File: src/core/srst_pkg.sv
// Package for the serial receive status tracker: register map, field layout, limits.
// Assumes a 32-bit Avalon-MM slave with word-index addressing.
package srst_pkg;
  localparam int NUM_PORTS = 3;
  localparam int MAX_BYTES = 256;
  localparam int CNT_W = 9;
  localparam int ADDR_W = 4;
  localparam int DATA_W = 32;

  // Register word indices
  localparam logic [3:0] REG_STATUS_MAIN = 4'h0;
  localparam logic [3:0] REG_CNT_FIRST = 4'h1;
  localparam logic [3:0] REG_CNT_SECOND = 4'h2;
  localparam logic [3:0] REG_STATUS_EXP = 4'h3;
  localparam logic [3:0] REG_CNT_EXP = 4'h4;
  localparam logic [3:0] REG_CFG_FIRST = 4'h5;
  localparam logic [3:0] REG_CFG_SECOND = 4'h6;
  localparam logic [3:0] REG_CFG_EXP = 4'h7;
  localparam logic [3:0] REG_CMD = 4'h8;
  localparam logic [3:0] REG_RESTART = 4'h9;

  // Status bit positions
  localparam int BIT_DONE_FIRST = 6;
  localparam int BIT_OVF_FIRST = 7;
  localparam int BIT_DONE_SECOND = 14;
  localparam int BIT_OVF_SECOND = 15;
  localparam int BIT_DONE_EXP = 6;
  localparam int BIT_OVF_EXP = 7;

  // Configuration word layout
  localparam int CFG_COUNT_LSB = 0;
  localparam int CFG_CODE_LSB = 8;
  localparam int CFG_MODE_BIT = 16;

  // Command word layout: length in [8:0], port in [17:16]
  localparam int CMD_LEN_LSB = 0;
  localparam int CMD_LEN_W = 9;
  localparam int CMD_PORT_LSB = 16;
  localparam int RESTART_BIT = 0;

  localparam logic [7:0] CFG_COUNT_RESET = 8'h00;
  localparam logic [7:0] CFG_CODE_RESET = 8'h00;
  localparam logic CFG_MODE_RESET = 1'b0;

  typedef struct packed {
    logic valid;
    logic [7:0] data;
  } srst_rx_s;

  typedef struct packed {
    logic end_mode;
    logic [7:0] end_code;
    logic [7:0] count;
  } srst_cfg_s;
endpackage : srst_pkg

File: src/core/srst_port.sv
// One receive port: completion flag, overflow flag and byte counter.
// Assumes one received byte per cycle of valid high, synchronous to clk_in.
`timescale 1ns/1ps
`default_nettype none
module srst_port #(
  parameter bit FIRST_PORT = 1'b0,
  parameter int MAX_BYTES = srst_pkg::MAX_BYTES
) (
  input wire logic clk_in,
  input wire logic rst_in,
  input wire srst_pkg::srst_rx_s rx_in,
  input wire srst_pkg::srst_cfg_s cfg_in,
  input wire logic read_cmd_in,
  input wire logic zero_len_in,
  input wire logic restart_in,
  output logic done_out,
  output logic ovf_out,
  output logic code_seen_out,
  output logic [15:0] count_out
);
  logic [srst_pkg::CNT_W-1:0] count;
  logic [srst_pkg::CNT_W-1:0] target;
  logic [srst_pkg::CNT_W-1:0] base_cnt;
  logic [srst_pkg::CNT_W-1:0] next_count;
  logic clr;
  logic base_done;
  logic base_seen;
  logic next_done;
  logic next_seen;
  logic ovf_set;

  // Code 00 stands for a full 256-byte frame
  assign target = (cfg_in.count == 8'h00) ? srst_pkg::CNT_W'(MAX_BYTES)
                                           : {1'b0, cfg_in.count};
  assign clr = read_cmd_in | restart_in;
  assign base_done = clr ? 1'b0 : done_out;
  assign base_cnt = clr ? '0 : count;
  assign base_seen = clr ? 1'b0 : code_seen_out;

  // A byte landing with a clear starts the next frame rather than being lost
  always_comb
  begin
    next_done = base_done;
    next_count = base_cnt;
    next_seen = base_seen;
    ovf_set = 1'b0;
    if (rx_in.valid)
    begin
      if (base_done)
      begin
        if (!cfg_in.end_mode)
          ovf_set = 1'b1;
        else if (FIRST_PORT)
          ovf_set = 1'b1;
        else if (!base_seen)
          ovf_set = 1'b1;
      end
      else
      begin
        next_count = base_cnt + srst_pkg::CNT_W'(1);
        if (!cfg_in.end_mode)
        begin
          if (next_count == target)
            next_done = 1'b1;
        end
        else if (rx_in.data == cfg_in.end_code)
        begin
          next_done = 1'b1;
          next_seen = 1'b1;
        end
        else if (next_count == srst_pkg::CNT_W'(MAX_BYTES))
          next_done = 1'b1;
      end
    end
  end

  always_ff @(posedge clk_in)
  begin
    if (rst_in)
    begin
      done_out <= 1'b0;
      count <= '0;
      code_seen_out <= 1'b0;
    end
    else
    begin
      done_out <= next_done;
      count <= next_count;
      code_seen_out <= next_seen;
    end
  end

  // Overflow is only cleared by a zero-length read; a new overflow wins over it
  always_ff @(posedge clk_in)
  begin
    if (rst_in)
      ovf_out <= 1'b0;
    else
      ovf_out <= (ovf_out & ~(read_cmd_in & zero_len_in)) | ovf_set;
  end

  assign count_out = {7'h00, count};
endmodule : srst_port
`default_nettype wire

File: src/core/srst_top.sv
// Serial receive status tracker: three ports of free-format reception status,
// reachable as registers over an Avalon-MM slave with waitrequest.
// Assumes byte strobes from the serial framers and word-index bus addresses.
//
// Register access over Avalon-MM and the register offsets were chosen for this implementation.
`timescale 1ns/1ps
`default_nettype none
module srst_top (
  input wire logic clk_in,
  input wire logic rst_in,
  input wire srst_pkg::srst_rx_s [srst_pkg::NUM_PORTS-1:0] rx_in,
  input wire logic [srst_pkg::ADDR_W-1:0] avs_address_in,
  input wire logic avs_read_in,
  input wire logic avs_write_in,
  input wire logic [srst_pkg::DATA_W-1:0] avs_writedata_in,
  output logic [srst_pkg::DATA_W-1:0] avs_readdata_out,
  output logic avs_waitrequest_out
);
  localparam int NP = srst_pkg::NUM_PORTS;

  logic ack;
  logic do_wr;
  logic [NP-1:0] done;
  logic [NP-1:0] ovf;
  logic [NP-1:0] seen;
  logic [NP-1:0] rd_cmd;
  logic [15:0] cnt [NP];
  srst_pkg::srst_cfg_s cfg [NP];
  logic zero_len;
  logic restart;
  logic [1:0] cmd_port;
  logic [srst_pkg::DATA_W-1:0] rd_mux;

  // One wait cycle per access; the request is taken on the edge ending it
  assign avs_waitrequest_out = (avs_read_in | avs_write_in) & ~ack;
  assign do_wr = avs_write_in & ack;

  always_ff @(posedge clk_in)
  begin
    if (rst_in)
      ack <= 1'b0;
    else
      ack <= (avs_read_in | avs_write_in) & ~ack;
  end

  assign cmd_port = avs_writedata_in[srst_pkg::CMD_PORT_LSB +: 2];
  assign zero_len = avs_writedata_in[srst_pkg::CMD_LEN_LSB +: srst_pkg::CMD_LEN_W]
                    == 9'h000;
  assign restart = do_wr && avs_address_in == srst_pkg::REG_RESTART
                   && avs_writedata_in[srst_pkg::RESTART_BIT];

  genvar g;
  generate
    for (g = 0; g < NP; g++)
    begin : g_port
      // Port index 3 in the command word selects nothing
      assign rd_cmd[g] = do_wr && avs_address_in == srst_pkg::REG_CMD
                         && cmd_port == 2'(g);

      always_ff @(posedge clk_in)
      begin
        if (rst_in)
        begin
          cfg[g].count <= srst_pkg::CFG_COUNT_RESET;
          cfg[g].end_code <= srst_pkg::CFG_CODE_RESET;
          cfg[g].end_mode <= srst_pkg::CFG_MODE_RESET;
        end
        else if (do_wr && avs_address_in == srst_pkg::REG_CFG_FIRST + 4'(g))
        begin
          cfg[g].count <= avs_writedata_in[srst_pkg::CFG_COUNT_LSB +: 8];
          cfg[g].end_code <= avs_writedata_in[srst_pkg::CFG_CODE_LSB +: 8];
          cfg[g].end_mode <= avs_writedata_in[srst_pkg::CFG_MODE_BIT];
        end
      end

      srst_port #(
        .FIRST_PORT(g == 0),
        .MAX_BYTES(srst_pkg::MAX_BYTES)
      ) u_port (
        .clk_in(clk_in),
        .rst_in(rst_in),
        .rx_in(rx_in[g]),
        .cfg_in(cfg[g]),
        .read_cmd_in(rd_cmd[g]),
        .zero_len_in(zero_len),
        .restart_in((g == 0) ? restart : 1'b0),
        .done_out(done[g]),
        .ovf_out(ovf[g]),
        .code_seen_out(seen[g]),
        .count_out(cnt[g])
      );
    end
  endgenerate

  always_comb
  begin
    rd_mux = '0;
    unique case (avs_address_in)
      srst_pkg::REG_STATUS_MAIN:
      begin
        rd_mux[srst_pkg::BIT_DONE_FIRST] = done[0];
        rd_mux[srst_pkg::BIT_OVF_FIRST] = ovf[0];
        rd_mux[srst_pkg::BIT_DONE_SECOND] = done[1];
        rd_mux[srst_pkg::BIT_OVF_SECOND] = ovf[1];
      end
      srst_pkg::REG_CNT_FIRST: rd_mux[15:0] = cnt[0];
      srst_pkg::REG_CNT_SECOND: rd_mux[15:0] = cnt[1];
      srst_pkg::REG_STATUS_EXP:
      begin
        rd_mux[srst_pkg::BIT_DONE_EXP] = done[2];
        rd_mux[srst_pkg::BIT_OVF_EXP] = ovf[2];
      end
      srst_pkg::REG_CNT_EXP: rd_mux[15:0] = cnt[2];
      srst_pkg::REG_CFG_FIRST: rd_mux[16:0] = cfg[0];
      srst_pkg::REG_CFG_SECOND: rd_mux[16:0] = cfg[1];
      srst_pkg::REG_CFG_EXP: rd_mux[16:0] = cfg[2];
      default: rd_mux = '0;
    endcase
  end

  // Sampled in the wait cycle so it is stable when waitrequest drops
  always_ff @(posedge clk_in)
  begin
    if (rst_in)
      avs_readdata_out <= '0;
    else if (avs_read_in && !ack)
      avs_readdata_out <= rd_mux;
  end

  // Watches the first port in byte-count frames with settings other than 00
  property p_r1;
    @(posedge clk_in) disable iff (rst_in)
      rx_in[0].valid && !cfg[0].end_mode && !done[0] && !rd_cmd[0] && !restart
      && cfg[0].count != 8'h00 && cnt[0] + 16'h0001 == {8'h00, cfg[0].count} |=> done[0];
  endproperty
  a_r1: assert property (p_r1) else $error("count frame did not complete");

  property p_r2;
    @(posedge clk_in) disable iff (rst_in)
      rx_in[2].valid && cfg[2].end_mode && !done[2] && !rd_cmd[2]
      && rx_in[2].data == cfg[2].end_code |=> done[2] && seen[2];
  endproperty
  a_r2: assert property (p_r2) else $error("end code did not complete frame");

  property p_r3;
    @(posedge clk_in) disable iff (rst_in)
      rx_in[1].valid && !cfg[1].end_mode && done[1] && !rd_cmd[1] |=> ovf[1] && done[1];
  endproperty
  a_r3: assert property (p_r3) else $error("byte after count frame not flagged");

  property p_r4;
    @(posedge clk_in) disable iff (rst_in)
      rx_in[2].valid && cfg[2].end_mode && done[2] && !seen[2] && !rd_cmd[2]
      ##1 !rd_cmd[2] |-> ovf[2] && cnt[2] == 16'h0100;
  endproperty
  a_r4: assert property (p_r4) else $error("257th byte not flagged");

  property p_r5;
    @(posedge clk_in) disable iff (rst_in)
      rx_in[0].valid && cfg[0].end_mode && done[0] && seen[0] && !rd_cmd[0] |=> ovf[0];
  endproperty
  a_r5: assert property (p_r5) else $error("byte after end code not flagged");

  property p_r6;
    @(posedge clk_in) disable iff (rst_in)
      cnt[0] <= 16'h0100 && cnt[1] <= 16'h0100 && cnt[2] <= 16'h0100;
  endproperty
  a_r6: assert property (p_r6) else $error("byte counter beyond range");

  property p_r7;
    @(posedge clk_in) disable iff (rst_in)
      avs_read_in && !ack && avs_address_in == srst_pkg::REG_STATUS_MAIN
      |=> avs_readdata_out[15:14] == $past({ovf[1], done[1]})
      && avs_readdata_out[7:6] == $past({ovf[0], done[0]});
  endproperty
  a_r7: assert property (p_r7) else $error("status word layout wrong");

  property p_r8;
    @(posedge clk_in) disable iff (rst_in)
      rd_cmd[1] && !rx_in[1].valid |=> !done[1] && cnt[1] == 16'h0000;
  endproperty
  a_r8: assert property (p_r8) else $error("receive read did not clear");

  // Watches the second port in full 256-byte frames, the setting that every port resets to
  property p_r9;
    @(posedge clk_in) disable iff (rst_in)
      rx_in[1].valid && !cfg[1].end_mode && cfg[1].count == 8'h00 && !done[1] && !rd_cmd[1]
      && cnt[1] == 16'h00FF |=> done[1] && cnt[1] == 16'h0100;
  endproperty
  a_r9: assert property (p_r9) else $error("code 00 did not mean 256");

  property p_r10;
    @(posedge clk_in) disable iff (rst_in)
      restart && !rx_in[0].valid |=> !done[0] && cnt[0] == 16'h0000 && ovf[0] == $past(ovf[0]);
  endproperty
  a_r10: assert property (p_r10) else $error("restart did not clear port");

  property p_r11;
    @(posedge clk_in) disable iff (rst_in)
      rd_cmd[2] && zero_len && !rx_in[2].valid |=> !ovf[2] && !done[2] && cnt[2] == 16'h0000;
  endproperty
  a_r11: assert property (p_r11) else $error("zero-length read left flags set");

  property p_r12;
    @(posedge clk_in) rst_in |=> done == 3'h0 && ovf == 3'h0 && cnt[0] == 16'h0000
      && cnt[1] == 16'h0000 && cnt[2] == 16'h0000;
  endproperty
  a_r12: assert property (p_r12) else $error("reset did not clear state");

  property p_cov_done;
    @(posedge clk_in) disable iff (rst_in) $rose(done[0]);
  endproperty
  c_cov_done: cover property (p_cov_done);

  property p_cov_ovf;
    @(posedge clk_in) disable iff (rst_in) $rose(ovf[2]);
  endproperty
  c_cov_ovf: cover property (p_cov_ovf);

  property p_cov_read;
    @(posedge clk_in) disable iff (rst_in) done[1] ##1 rd_cmd[1];
  endproperty
  c_cov_read: cover property (p_cov_read);

  property p_cov_restart;
    @(posedge clk_in) disable iff (rst_in) restart && done[0];
  endproperty
  c_cov_restart: cover property (p_cov_restart);
endmodule : srst_top
`default_nettype wire

File: config.mk
export PLATFORM = sky130hd
export DESIGN_NAME = srst_top
export DESIGN_NICKNAME = d
export VERILOG_FILES = /design/src/core/srst_pkg.sv /design/src/core/srst_port.sv /design/src/core/srst_top.sv
export SDC_FILE = /design/constraint.sdc
export NUM_CORES = 1
export LEC_CHECK = 0
export BUFFER_PORTS_ARGS = -buffer_cell sky130_fd_sc_hd__buf_2
export CAP_MARGIN = 20
export CELL_PAD_IN_SITES_DETAIL_PLACEMENT = 0
export CELL_PAD_IN_SITES_GLOBAL_PLACEMENT = 1
export CORE_MARGIN = 3
export CORE_UTILIZATION = 40
export DETAILED_ROUTE_END_ITERATION = 8
export PLACE_DENSITY_LB_ADDON = 0.1
export SLEW_MARGIN = 20
export SYNTH_ARGS = -nofsm -noshare
export SYNTH_HDL_FRONTEND = slang
export SYNTH_HIERARCHICAL = 1
export SYNTH_SLANG_ARGS = --single-unit
File: constraint.sdc
create_clock -name clk_in -period 11.45 [get_ports clk_in]
set_input_delay 2.29 -clock clk_in [delete_from_list [all_inputs] [get_ports clk_in]]
set_output_delay 2.29 -clock clk_in [all_outputs]
set_load 0.03 [all_outputs]
**Word level (Yosys, flattened, before mapping)**

Memory sizes are Yosys's and may differ from the RTL's.
Index checks and enable logic that the tools add are counted.

- $add $sub $neg: 3
- Eq/ne operators: 20
- Multiplexer cells: 78
- Bitwise logic cells: 26
- Reductions and logical operators: 17

Operators by type and width:

| operator | number |
|---|---|
| 2-to-1 mux 9 bit | 12 |
| one-hot mux 6 bit (6 select lines) | 2 |
| 2-to-1 mux 1 bit | 55 |
| 2-to-1 mux 8 bit | 6 |
| adder 9 x 1 -> 9 bit, second input constant | 3 |
| equality test 9 bit | 3 |
| equality test 9 bit, second input constant | 3 |
| equality test 8 bit | 3 |
| logical NOT 8 bit | 3 |
| equality test 4 x 3 -> 1 bit, second input constant | 4 |
| one-hot mux 2 bit (8 select lines) | 1 |
| OR 1 bit | 14 |
| logical AND 1 bit | 10 |
| logical NOT 9 bit | 1 |
| AND 1 bit | 8 |
| equality test 4 x 2 -> 1 bit, second input constant | 2 |
| equality test 4 bit, second input constant | 2 |
| one-hot mux 2 bit (4 select lines) | 1 |
| equality test 4 x 1 -> 1 bit, second input constant | 1 |
| logical NOT 4 bit | 1 |
| inverter 1 bit | 4 |
| one-hot mux 1 bit (3 select lines) | 1 |
| equality test 2 x 1 -> 1 bit, second input constant | 1 |
| equality test 2 bit, second input constant | 1 |
| other kinds (2) | 2 |

- Register bits: 53
- Bits in writable memories: 51
- Input bits: 67
- Output and inout port bits: 33
- Logic and storage cells: 158
- Memories: 1

Memory list:

| memory | depth | bits a word | rd ports | clocked after Yosys merged registers in | write ports | RTL line | source |
|---|---|---|---|---|---|---|---|
| cfg | 3 | 17 | 3 | 0 | 3 | srst_top.sv:28 | `srst_pkg::srst_cfg_s cfg [NP];` |

**Logic depth before layout (Yosys ltp)**

Gate-level depths: netlist of the first run.

- Depth after elaboration: 12
- Mapped depth: 17
- Depth with buffers taken out: 13

**Modules after synthesis**

The synthesis of the first run kept the hierarchy.

Modules (own cells, without submodules):

| module | times used | cells an instance | area an instance (µm²) | seq. area each (µm²) |
|---|---|---|---|---|
| srst_top | 1 | 299 | 3638.5 | 1891.8 |
| srst_port (g_port[1].u_port ...) | 2 | 164 | 1139.8 | 240.2 |
| srst_port (g_port[0].u_port) | 1 | 144 | 1098.6 | 240.2 |

**Least setup slack after synthesis of the first run**

Ideal clock, no wire load.

- Path type: in2reg
- Start: in avs_address_in[0] (netlist bit)
- End: reg g_port[0].u_port.done_out
- Library setup time: 0.060 ns
- Arrival time: 5.325 ns
- Required time: 11.390 ns
- Slack: 6.066 ns
- Stages on the path: 16
- Path buffers: 4
- Cells stage by stage: buf_4 -> buf_2 -> buf_2 -> nor2_1 -> nand2_1 -> nor3_1 -> nor2_1 -> clkbuf_1 -> and2_1 -> ha_1 -> nand3_4 -> or3_2 -> and2_4 -> xnor2_1 -> o311ai_0 -> a41o_1

- Longest elaborated chain between the ends: 12
- Elaborated cells between the ends (all ways): 18
- Those cells by class: 1 x add/sub; 4 x eq/ne; 8 x mux; 1 x bitwise; 4 x reduce/logical

Ends and longest elaborated chain:

| what | RTL line | source |
|---|---|---|
| from (decl) | srst_top.sv:12 | `input wire logic [srst_pkg::ADDR_W-1:0] avs_address_in,` |
| equality test 4 bit (*) | srst_top.sv:57 | `assign rd_cmd[g] = do_wr && avs_address_in == srst_pkg::REG_CMD` |
| logical AND 1 bit (*) | srst_top.sv:57 |  |
| logical AND 1 bit (*) | srst_top.sv:58 | `&& cmd_port == 2'(g);` |
| named net rd_cmd[0] | srst_top.sv:26 | `logic [NP-1:0] rd_cmd;` |
| OR 1 bit (*) | srst_port.sv:35 | `assign clr = read_cmd_in \| restart_in;` |
| 2-to-1 mux 9 bit | srst_port.sv:37 | `assign base_cnt = clr ? '0 : count;` |
| adder 9 x 1 -> 9 bit | srst_port.sv:60 | `next_count = base_cnt + srst_pkg::CNT_W'(1);` |
| equality test 9 bit | srst_port.sv:71 | `else if (next_count == srst_pkg::CNT_W'(MAX_BYTES))` |
| 2-to-1 mux 1 bit | srst_port.sv:71 |  |
| 2-to-1 mux 1 bit | srst_port.sv:66 | `else if (rx_in.data == cfg_in.end_code)` |
| 2-to-1 mux 1 bit | srst_port.sv:61 | `if (!cfg_in.end_mode)` |
| 2-to-1 mux 1 bit | srst_port.sv:49 | `if (base_done)` |
| 2-to-1 mux 1 bit (*) | srst_port.sv:47 | `if (rx_in.valid)` |
| to (signal assigned) | srst_port.sv:87 | `done_out <= next_done;` |
| to (decl) | srst_port.sv:16 | `output logic done_out,` |

Mark *: on every way through the listed nets, which the timed path passes. The rest lies on a longest branch.
A chain may end at the register's enable or synchronous reset.

**Worst setup path in the final report of the first run**

- Start: in avs_address_in[1] (netlist bit)
- End: reg g_port[0].u_port.done_out

- Longest elaborated chain between the ends: 12
- Elaborated cells between the ends (all ways): 18
- Those cells by class: 1 x add/sub; 4 x eq/ne; 8 x mux; 1 x bitwise; 4 x reduce/logical

Ends and longest elaborated chain:

| what | RTL line | source |
|---|---|---|
| equality test 4 bit (*) | srst_top.sv:49 | `assign restart = do_wr && avs_address_in == srst_pkg::REG_RESTART` |
| logical AND 1 bit (*) | srst_top.sv:49 |  |
| logical AND 1 bit (*) | srst_top.sv:50 | `&& avs_writedata_in[srst_pkg::RESTART_BIT];` |
| named net restart | srst_top.sv:30 | `logic restart;` |
| OR 1 bit (*) | srst_port.sv:35 |  |
| 2-to-1 mux 9 bit | srst_port.sv:37 |  |
| adder 9 x 1 -> 9 bit | srst_port.sv:60 |  |
| equality test 9 bit | srst_port.sv:71 |  |
| 2-to-1 mux 1 bit | srst_port.sv:71 |  |
| 2-to-1 mux 1 bit | srst_port.sv:66 |  |
| 2-to-1 mux 1 bit | srst_port.sv:61 |  |
| 2-to-1 mux 1 bit | srst_port.sv:49 |  |
| 2-to-1 mux 1 bit (*) | srst_port.sv:47 |  |

Marked as above.

==> flow_metrics.py, run 1 <==
metrics = {
    "pwr": {
        "p_int_mw": 0.586,
        "netSwitchingFraction_pct": 28.6,
        "power_frac_clock_pct": 37.9,
        "finalPower_mw": 0.820,
        "combPwrFrac_pct": 11.7,
        "leakage_nw": 2.65,
        "power.share.sequential_pct": 50.3,
        "power_switching_mw": 0.235,
        "p_per_area_mw_per_mm2": 109,
        "ir_drop_uv": 76.2,
    },
    "cts": {
        "ctsHtreeMaxLevel": 3,
        "cts.sinks": 104,
        "cts.path.max_buffers": 2,
        "clk_pin_slew_ns": 0.08,
        "hold_buffers": 0,
        "cts_setup_buffers": 0,
        "cts_tree": "yes",
        "clock_latency_ns": 0.37,
        "ctsResizeCount": 0,
        "clockRootBuffer": "clkbuf_16",
        "numCtsBuffers": 9,
    },
    "global_route": {
        "antenna_found_initial": 0,
        "grt_pass1_vias": 5520,
        "grt_pass1_wl_mm": 33.0,
        "gr-total-overflow": 0,
        "grt_max_degree": 35,
        "grtUsageTotal_pct": 21.8,
    },
    "placement": {
        "place_inst": 1013,
        "placed_area_mm2": 0.00724,
        "gp_congestion": 0.866,
        "dp_hpwl_mm": 15.8,
        "port_buffers": 70,
        "dp_slack_ns": 4.97,
    },
    "route": {
        "totalWireLength_mm": 21.3,
        "viasPerCell": 5.80,
        "ant_nets": 0,
        "drc": 0,
        "routedWlPerCell_um": 20.7,
        "vias": 5970,
        "drt_first_pass_iters": 6,
        "drt_iter0_drc": 660,
    },
    "logic_synthesis": {
        "syn_inst": 767,
        "syn_avg_cell_area_um2": 9.10,
        "ys_warn_count": 6,
        "synth_area_mm2": 0.00698,
    },
    "critical_path": {
        "endpoint_kind": "flip-flop",
        "crit_fanout": 34,
        "r2r-start": "ack$_SDFF_PP0_",
        "crit_type": "input port to flip-flop",
        "cp-start-kind": "input port",
        "startpoint": "avs_address_in[1]",
        "critPathArrivalTime_ns": 6.48,
        "critPathRequiredTime_ns": 11.76,
    },
    "die": {
        "core_area_mm2": 0.0168,
        "num_rows": 47,
        "die-height_um": 138,
        "die_area_mm2": 0.0191,
        "dieWidth_um": 138,
        "ios": 100,
        "start_util_pct": 41.5,
    },
    "flow_run": {
        "maxCapViolations": 0,
    },
    "cells_and_area": {
        "finish.utilization_pct": 44.7,
        "layoutNonFillerInstCount": 1029,
        "final_nets": 874,
        "diodes": 0,
        "final_cell_area_mm2": 0.00752,
        "final_common_cell": "buf_2",
        "mostFrequentLayoutCells": "buf_2, and2_1, dfxtp_1",
        "syn2layout_area_growth_pct": 7.74,
        "drive_gt1_share_pct": 15.5,
    },
    "timing": {
        "rsz0062_at_grt": "no",
        "finalSetupViolCount": 0,
        "tns_ns": 0,
        "period_minus_slack_ns": 6.16,
        "slew_violations": 0,
        "slew-limit-headroom_pct": 17.4,
        "finalHoldViolCount": 0,
        "holdWs_ns": 0.466,
        "max_freq_mhz": 162,
        "tightest_slew_ns": 1.23,
        "worst_slack_ns": 5.29,
        "fin_worst_skew_ns": 0.00834,
        "min_period_over_period_pct": 53.8,
    },
    "run_status": {
        "status": "finished clean",
    },
    "min_path": {
        "hold_start": "avs_readdata_out[14]$_SDFFE_PP0P_",
        "hold_class": "flip-flop to flip-flop",
    },
}
power by group through the flow:
stage                     clock network (mW)  logic [mW]  registers (mW)
after floorplan                            0      0.0754           0.416
after global placement                     0      0.0938           0.421
after detailed placement                   0      0.0954           0.421
after CTS                              0.319      0.0956           0.412
after global routing                   0.330       0.105           0.414
final                                  0.311      0.0962           0.413
cell type report:
type / instances / area, um2
inverters: 3 / 11.3
clock buffers: 9 / 225
clock inverters: 7 / 61.3
multi-input cells: 611 / 3970
flip-flops and latches: 104 / 2590
fillers: 1684 / 9300
repair buffers: 75 / 388
well taps: 220 / 275
worst paths after layout:
path                                     endpoint  slack (ns)  depth (start not counted)
max          g_port[0].u_port/done_out$_SDFF_PP0_        5.29                         12
min             avs_readdata_out[14]$_SDFFE_PP0P_        0.47                          1
max reg2reg  g_port[0].u_port/done_out$_SDFF_PP0_        7.53                         13
min reg2reg     avs_readdata_out[14]$_SDFFE_PP0P_        0.47                          1
layer usage:
metal	wire, um	global-route usage (%)	up-vias	share of wire, %
met5	0	0	-	0
met4	276	4.84	0	1.3
met3	1480	4.32	25	7.0
met2	9360	33.0	240	44
met1	10100	32.2	2871	48
li1	-	-	2834	-
registers in the layout, summed over array words and instances (netlist names):
signal	count
ack	1
avs_readdata_out	17
cfg	51
g_port.u_port/code_seen_out	2
g_port.u_port/count	27
g_port.u_port/done_out	3
g_port.u_port/ovf_out	3
critical path, cell delays in order:
cell and delay (ns):
buf_2 0.61, nor2b_1 0.38, and3_1 0.33, nor2_1 0.59, and2_1 0.26, ha_1 0.31, nand3_4 0.16, or3_2 0.51
and2_4 0.18, xnor2_1 0.11, o311ai_0 0.47, a41o_1 0.23
(Power assumes the default switching activity.)
==> run 2: changes to the inputs <==
clock period = 6.21 ns   (was 11.45 ns; I/O delays follow)
==> flow_metrics.py, run 2 (synthesized netlist as in run 1, its figures left out) <==
metrics = {
    "cts": {
        "cts.sinks": 104,
        "hold_buffers": 0,
        "clock_latency_ns": 0.36,
        "cts_tree": "yes",
        "numCtsBuffers": 9,
        "cts_setup_buffers": 0,
        "cts.path.max_buffers": 2,
        "ctsResizeCount": 0,
        "clockRootBuffer": "clkbuf_16",
        "clk_pin_slew_ns": 0.08,
        "ctsHtreeMaxLevel": 3,
    },
    "timing": {
        "min_period_over_period_pct": 70.8,
        "finalSetupViolCount": 0,
        "fin_worst_skew_ns": 0.00942,
        "period_minus_slack_ns": 4.39,
        "slew_violations": 0,
        "slew-limit-headroom_pct": 19.6,
        "finalHoldViolCount": 0,
        "worst_slack_ns": 1.82,
        "tightest_slew_ns": 1.19,
        "tns_ns": 0,
        "max_freq_mhz": 228,
        "holdWs_ns": 0.457,
        "rsz0062_at_grt": "no",
    },
    "route": {
        "viasPerCell": 5.79,
        "drc": 0,
        "routedWlPerCell_um": 20.5,
        "drt_iter0_drc": 567,
        "ant_nets": 0,
        "drt_first_pass_iters": 7,
        "vias": 5967,
        "totalWireLength_mm": 21.1,
    },
    "die": {
        "core_area_mm2": 0.0168,
        "ios": 100,
        "num_rows": 47,
        "die-height_um": 138,
        "start_util_pct": 41.5,
        "die_area_mm2": 0.0191,
        "dieWidth_um": 138,
    },
    "pwr": {
        "leakage_nw": 2.66,
        "ir_drop_uv": 139,
        "p_per_area_mw_per_mm2": 206,
    },
    "critical_path": {
        "crit_buf_inv": 1,
        "endpoint_kind": "flip-flop",
        "critPathArrivalTime_ns": 4.66,
        "worstPathCellList": "buf_2 -> nor3b_1 -> nand2_1 -> nor3b_1 -> nor2_1 -> and2_1 -> ha_1 -> nand3_1 -> nor2_1 -> a21o_1 -> a221oi_1 -> nand4_1 -> o32ai_1",
        "cp-start-kind": "input port",
        "critPathRequiredTime_ns": 6.48,
        "cp_slowest_cell": "nor3b_1",
        "crit_fanout": 24,
        "slowest_delay_ns": 0.61,
        "path_delay_family": "simple AND/OR/NAND/NOR gates",
        "crit_type": "input port to flip-flop",
    },
    "cells_and_area": {
        "largest_register_ffs": 51,
        "regMostFlops": "cfg",
        "final_common_cell": "buf_2",
        "mostFrequentLayoutCells": "buf_2, and2_1, dfxtp_1",
        "nFillCells": 1687,
        "final_cell_area_mm2": 0.00755,
        "drive_gt1_share_pct": 15.6,
        "diodes": 0,
        "layoutNonFillerInstCount": 1030,
        "reg_top3": "cfg (51), g_port.u_port/count (27), avs_readdata_out (17)",
        "final_nets": 875,
        "syn2layout_area_growth_pct": 8.15,
    },
    "placement": {
        "dp_hpwl_mm": 15.8,
        "gp_congestion": 0.888,
        "placed_area_mm2": 0.00724,
        "dp_slack_ns": 1.50,
        "port_buffers": 70,
        "place_inst": 1014,
    },
    "global_route": {
        "grt_util_met3_pct": 3.83,
        "top_usage_layer": "met1",
        "met1_usage_pct": 32.8,
        "grt_pass1_vias": 5498,
        "grtUsageTotal_pct": 21.8,
        "antenna_found_initial": 0,
        "grt_max_degree": 35,
        "grt_pass1_wl_mm": 33.1,
        "gr-usage-met2_pct": 31.8,
        "gr-total-overflow": 0,
    },
    "min_path": {
        "hold_class": "flip-flop to flip-flop",
    },
    "run_status": {
        "status": "finished clean",
    },
    "flow_run": {
        "maxCapViolations": 0,
    },
}
## run 2: changes by cell type in the layout (fill, tap and decap cells not counted)
cell / previous run / this run
buf_4: 5 / 6
bufinv_16: 0 / 1
clkinv_2: 1 / 0
clkinv_4: 2 / 0
clkinvlp_4: 1 / 2
inv_6: 1 / 3
inv_8: 2 / 1
## run 2: cell type report
cell class              instances  area [um2]  share of cell area, %
repair buffers                 76         395                   5.24
inverters                       3        11.3                  0.149
flip-flops and latches        104        2590                   34.3
clock buffers                   9         225                   2.98
clock inverters                 7        82.6                   1.09
multi-input cells             611        3970                   52.6
well taps                     220         275                   3.64
## run 2: layer usage
metal,share of wire [%],vias to the layer above,routed length (um)
met3,6.9,30,1450
met1,48,2851,10000
met4,2.3,0,478
met2,43,250,9110
li1,-,2836,-
met5,0,-,0
## run 2: path summary, 6_finish.rpt
kind,from,cells after the start,endpoint,slack [ns]
max,avs_address_in[2],13,g_port[1].u_port/done_out$_SDFF_PP0_,1.82
min,avs_readdata_out[16]$_SDFFE_PP0P_,2,avs_readdata_out[16]$_SDFFE_PP0P_,0.46
max reg2reg,ack$_SDFF_PP0_,13,g_port[1].u_port/done_out$_SDFF_PP0_,2.24
min reg2reg,avs_readdata_out[16]$_SDFFE_PP0P_,2,avs_readdata_out[16]$_SDFFE_PP0P_,0.46
## run 2: tightest hold or removal path, stage by stage (launching register included)
cell	delay [ns]
dfxtp_1	0.31
nand2_1	0.05
a21oi_1	0.05
## run 2: per-stage QoR
stage	power (mW)	utilization [%]
floorplan	0.906	-
detailed placement	0.953	43.1
global placement	0.950	43.1
finish	1.55	44.9
CTS	1.56	44.9
global route	1.61	44.9
## run 2: power breakdown
part / total (mW) / switching [mW] / internal [mW]
Sequential: 0.761 / 0.0255 / 0.736
Clock: 0.614 / 0.293 / 0.321
Combinational: 0.178 / 0.114 / 0.0642
Total: 1.55 / 0.433 / 1.12
==> run 3: changes to the inputs <==
clock period = 4.2 ns   (was 6.21 ns; I/O delays follow)
==> flow_metrics.py, run 3 (synthesized netlist as in run 1, its figures left out) <==
metrics = {
    "cells_and_area": {
        "final_common_cell": "buf_2",
        "drive_gt1_share_pct": 17.4,
        "syn2layout_area_growth_pct": 9.77,
        "final_nets": 892,
        "nFillCells": 1690,
        "regArea_mm2": 0.00259,
        "largest_register_ffs": 51,
        "regMostFlops": "cfg",
        "multiInputGateArea_mm2": 0.00398,
        "reg_top3": "cfg (51), g_port.u_port/count (27), avs_readdata_out (17)",
        "diodes": 0,
        "mostFrequentLayoutCells": "buf_2, and2_1, dfxtp_1",
    },
    "cts": {
        "clockRootBuffer": "clkbuf_16",
        "cts.sinks": 104,
        "ctsResizeCount": 0,
        "numCtsBuffers": 9,
        "cts_tree": "yes",
        "ctsHtreeMaxLevel": 3,
        "hold_buffers": 0,
        "cts_setup_buffers": 0,
        "cts.path.max_buffers": 2,
        "clk_pin_slew_ns": 0.08,
        "clock_latency_ns": 0.36,
    },
    "timing": {
        "rsz0062_at_grt": "no",
        "slew_violations": 0,
        "period_minus_slack_ns": 3.52,
        "fin_worst_skew_ns": 0.00890,
        "tns_ns": 0,
        "slew-limit-headroom_pct": 45.6,
        "finalHoldViolCount": 0,
        "tightest_slew_ns": 0.809,
        "max_freq_mhz": 284,
        "min_period_over_period_pct": 83.7,
        "holdWs_ns": 0.455,
        "finalSetupViolCount": 0,
    },
    "global_route": {
        "grt_max_degree": 29,
        "grt_pass1_wl_mm": 33.2,
        "gr-total-overflow": 0,
        "antenna_found_initial": 0,
        "grtUsageTotal_pct": 21.9,
        "grt_pass1_vias": 5742,
    },
    "critical_path": {
        "crit_type": "input port to flip-flop",
        "path_delay_family": "simple AND/OR/NAND/NOR gates",
        "crit_fanout": 8,
        "endpoint_kind": "flip-flop",
        "cp-start-kind": "input port",
        "r2r-start": "ack$_SDFF_PP0_",
        "critPathRequiredTime_ns": 4.47,
        "slowest_delay_ns": 0.36,
        "reg2reg_depth": 13,
        "cp_slowest_cell": "nor3b_1",
        "reg2reg_to": "g_port[2].u_port/done_out$_SDFF_PP0_",
        "crit_buf_inv": 1,
        "regToRegSetupSlack_ns": 0.73,
        "worstPathCellList": "buf_2 -> nand2_1 -> nor3b_1 -> nand2_1 -> nor3b_1 -> nor2_1 -> and2_1 -> ha_1 -> nand3_1 -> o21ai_0 -> a21oi_1 -> xnor2_1 -> a2bb2oi_1 -> o32ai_1",
        "critPathArrivalTime_ns": 3.78,
    },
    "placement": {
        "port_buffers": 70,
        "dp_hpwl_mm": 16.3,
        "gp_congestion": 0.831,
    },
    "pwr": {
        "ir_drop_uv": 213,
        "p_per_area_mw_per_mm2": 292,
        "leakage_nw": 2.74,
    },
    "route": {
        "vias": 6027,
        "drt_first_pass_iters": 5,
        "drt_iter0_drc": 611,
        "ant_nets": 0,
        "routedWlPerCell_um": 20.4,
        "viasPerCell": 5.76,
        "totalWireLength_mm": 21.4,
        "drc": 0,
    },
    "run_status": {
        "status": "finished clean",
    },
    "die": {
        "core_area_mm2": 0.0168,
        "die_area_mm2": 0.0191,
        "ios": 100,
        "dieWidth_um": 138,
        "die-height_um": 138,
        "start_util_pct": 41.5,
        "num_rows": 47,
    },
    "min_path": {
        "hold_depth": 2,
        "hold_start": "avs_readdata_out[16]$_SDFFE_PP0P_",
        "min_to": "avs_readdata_out[16]$_SDFFE_PP0P_",
        "hold_class": "flip-flop to flip-flop",
    },
    "flow_run": {
        "maxCapViolations": 0,
    },
}
==> run 3: worst max path at each step <==
stage	slack [ns]	start	depth (start not counted)	end
6_report	0.68	avs_write_in	14	g_port[2].u_port/done_out$_SDFF_PP0_
5_1_grt	0.44	avs_write_in	14	g_port[2].u_port/done_out$_SDFF_PP0_
4_1_cts	0.73	avs_write_in	14	g_port[1].u_port/done_out$_SDFF_PP0_
3_5_place_dp	0.34	avs_write_in	14	g_port[1].u_port/done_out$_SDFF_PP0_
3_3_place_gp	0.37	avs_write_in	14	g_port[1].u_port/done_out$_SDFF_PP0_
2_1_floorplan	0.30	avs_address_in[0]	17	g_port[1].u_port/done_out$_SDFF_PP0_
==> run 3: metrics by stage <==
step                      std cells  util [%]  setup slack, ns  cell area [um2]  total power, mW
after floorplan                 807         -            0.305             7130             1.34
after global placement         1031      43.8            0.367             7370             1.41
after detailed placement       1031      43.9            0.339             7380             1.42
after global routing           1047      45.6            0.443             7660             2.32
after CTS                      1047      45.6            0.732             7660             2.25
final                          1047      45.6            0.685             7660             2.24
==> run 3: per-layer routing <==
metal / wire length [um] / vias up / GRT usage (%)
met5: 0 / - / 0
met4: 250 / 0 / 4.52
met3: 1350 / 20 / 4.25
met2: 9590 / 244 / 33.8
met1: 10200 / 2901 / 32.0
li1: - / 2862 / -
==> run 3: area by class of cell <==
class | count | area share, %
sequential | 104 | 33.8
inverter | 3 | 0.147
tap | 220 | 3.59
clock inverter | 7 | 0.800
multi-input combinational | 611 | 51.9
timing repair buffer | 93 | 6.82
clock buffer | 9 | 2.94
==> run 3: tightest hold or removal path: stages, from the launching register on <==
cell and delay (ns):
dfxtp_1 0.31, nand2_1 0.05, a21oi_1 0.05
==> run 3: where the power goes <==
group,switching (mW),internal (mW)
clock,0.426,0.415
combinational,0.171,0.101
sequential,0.0379,1.09
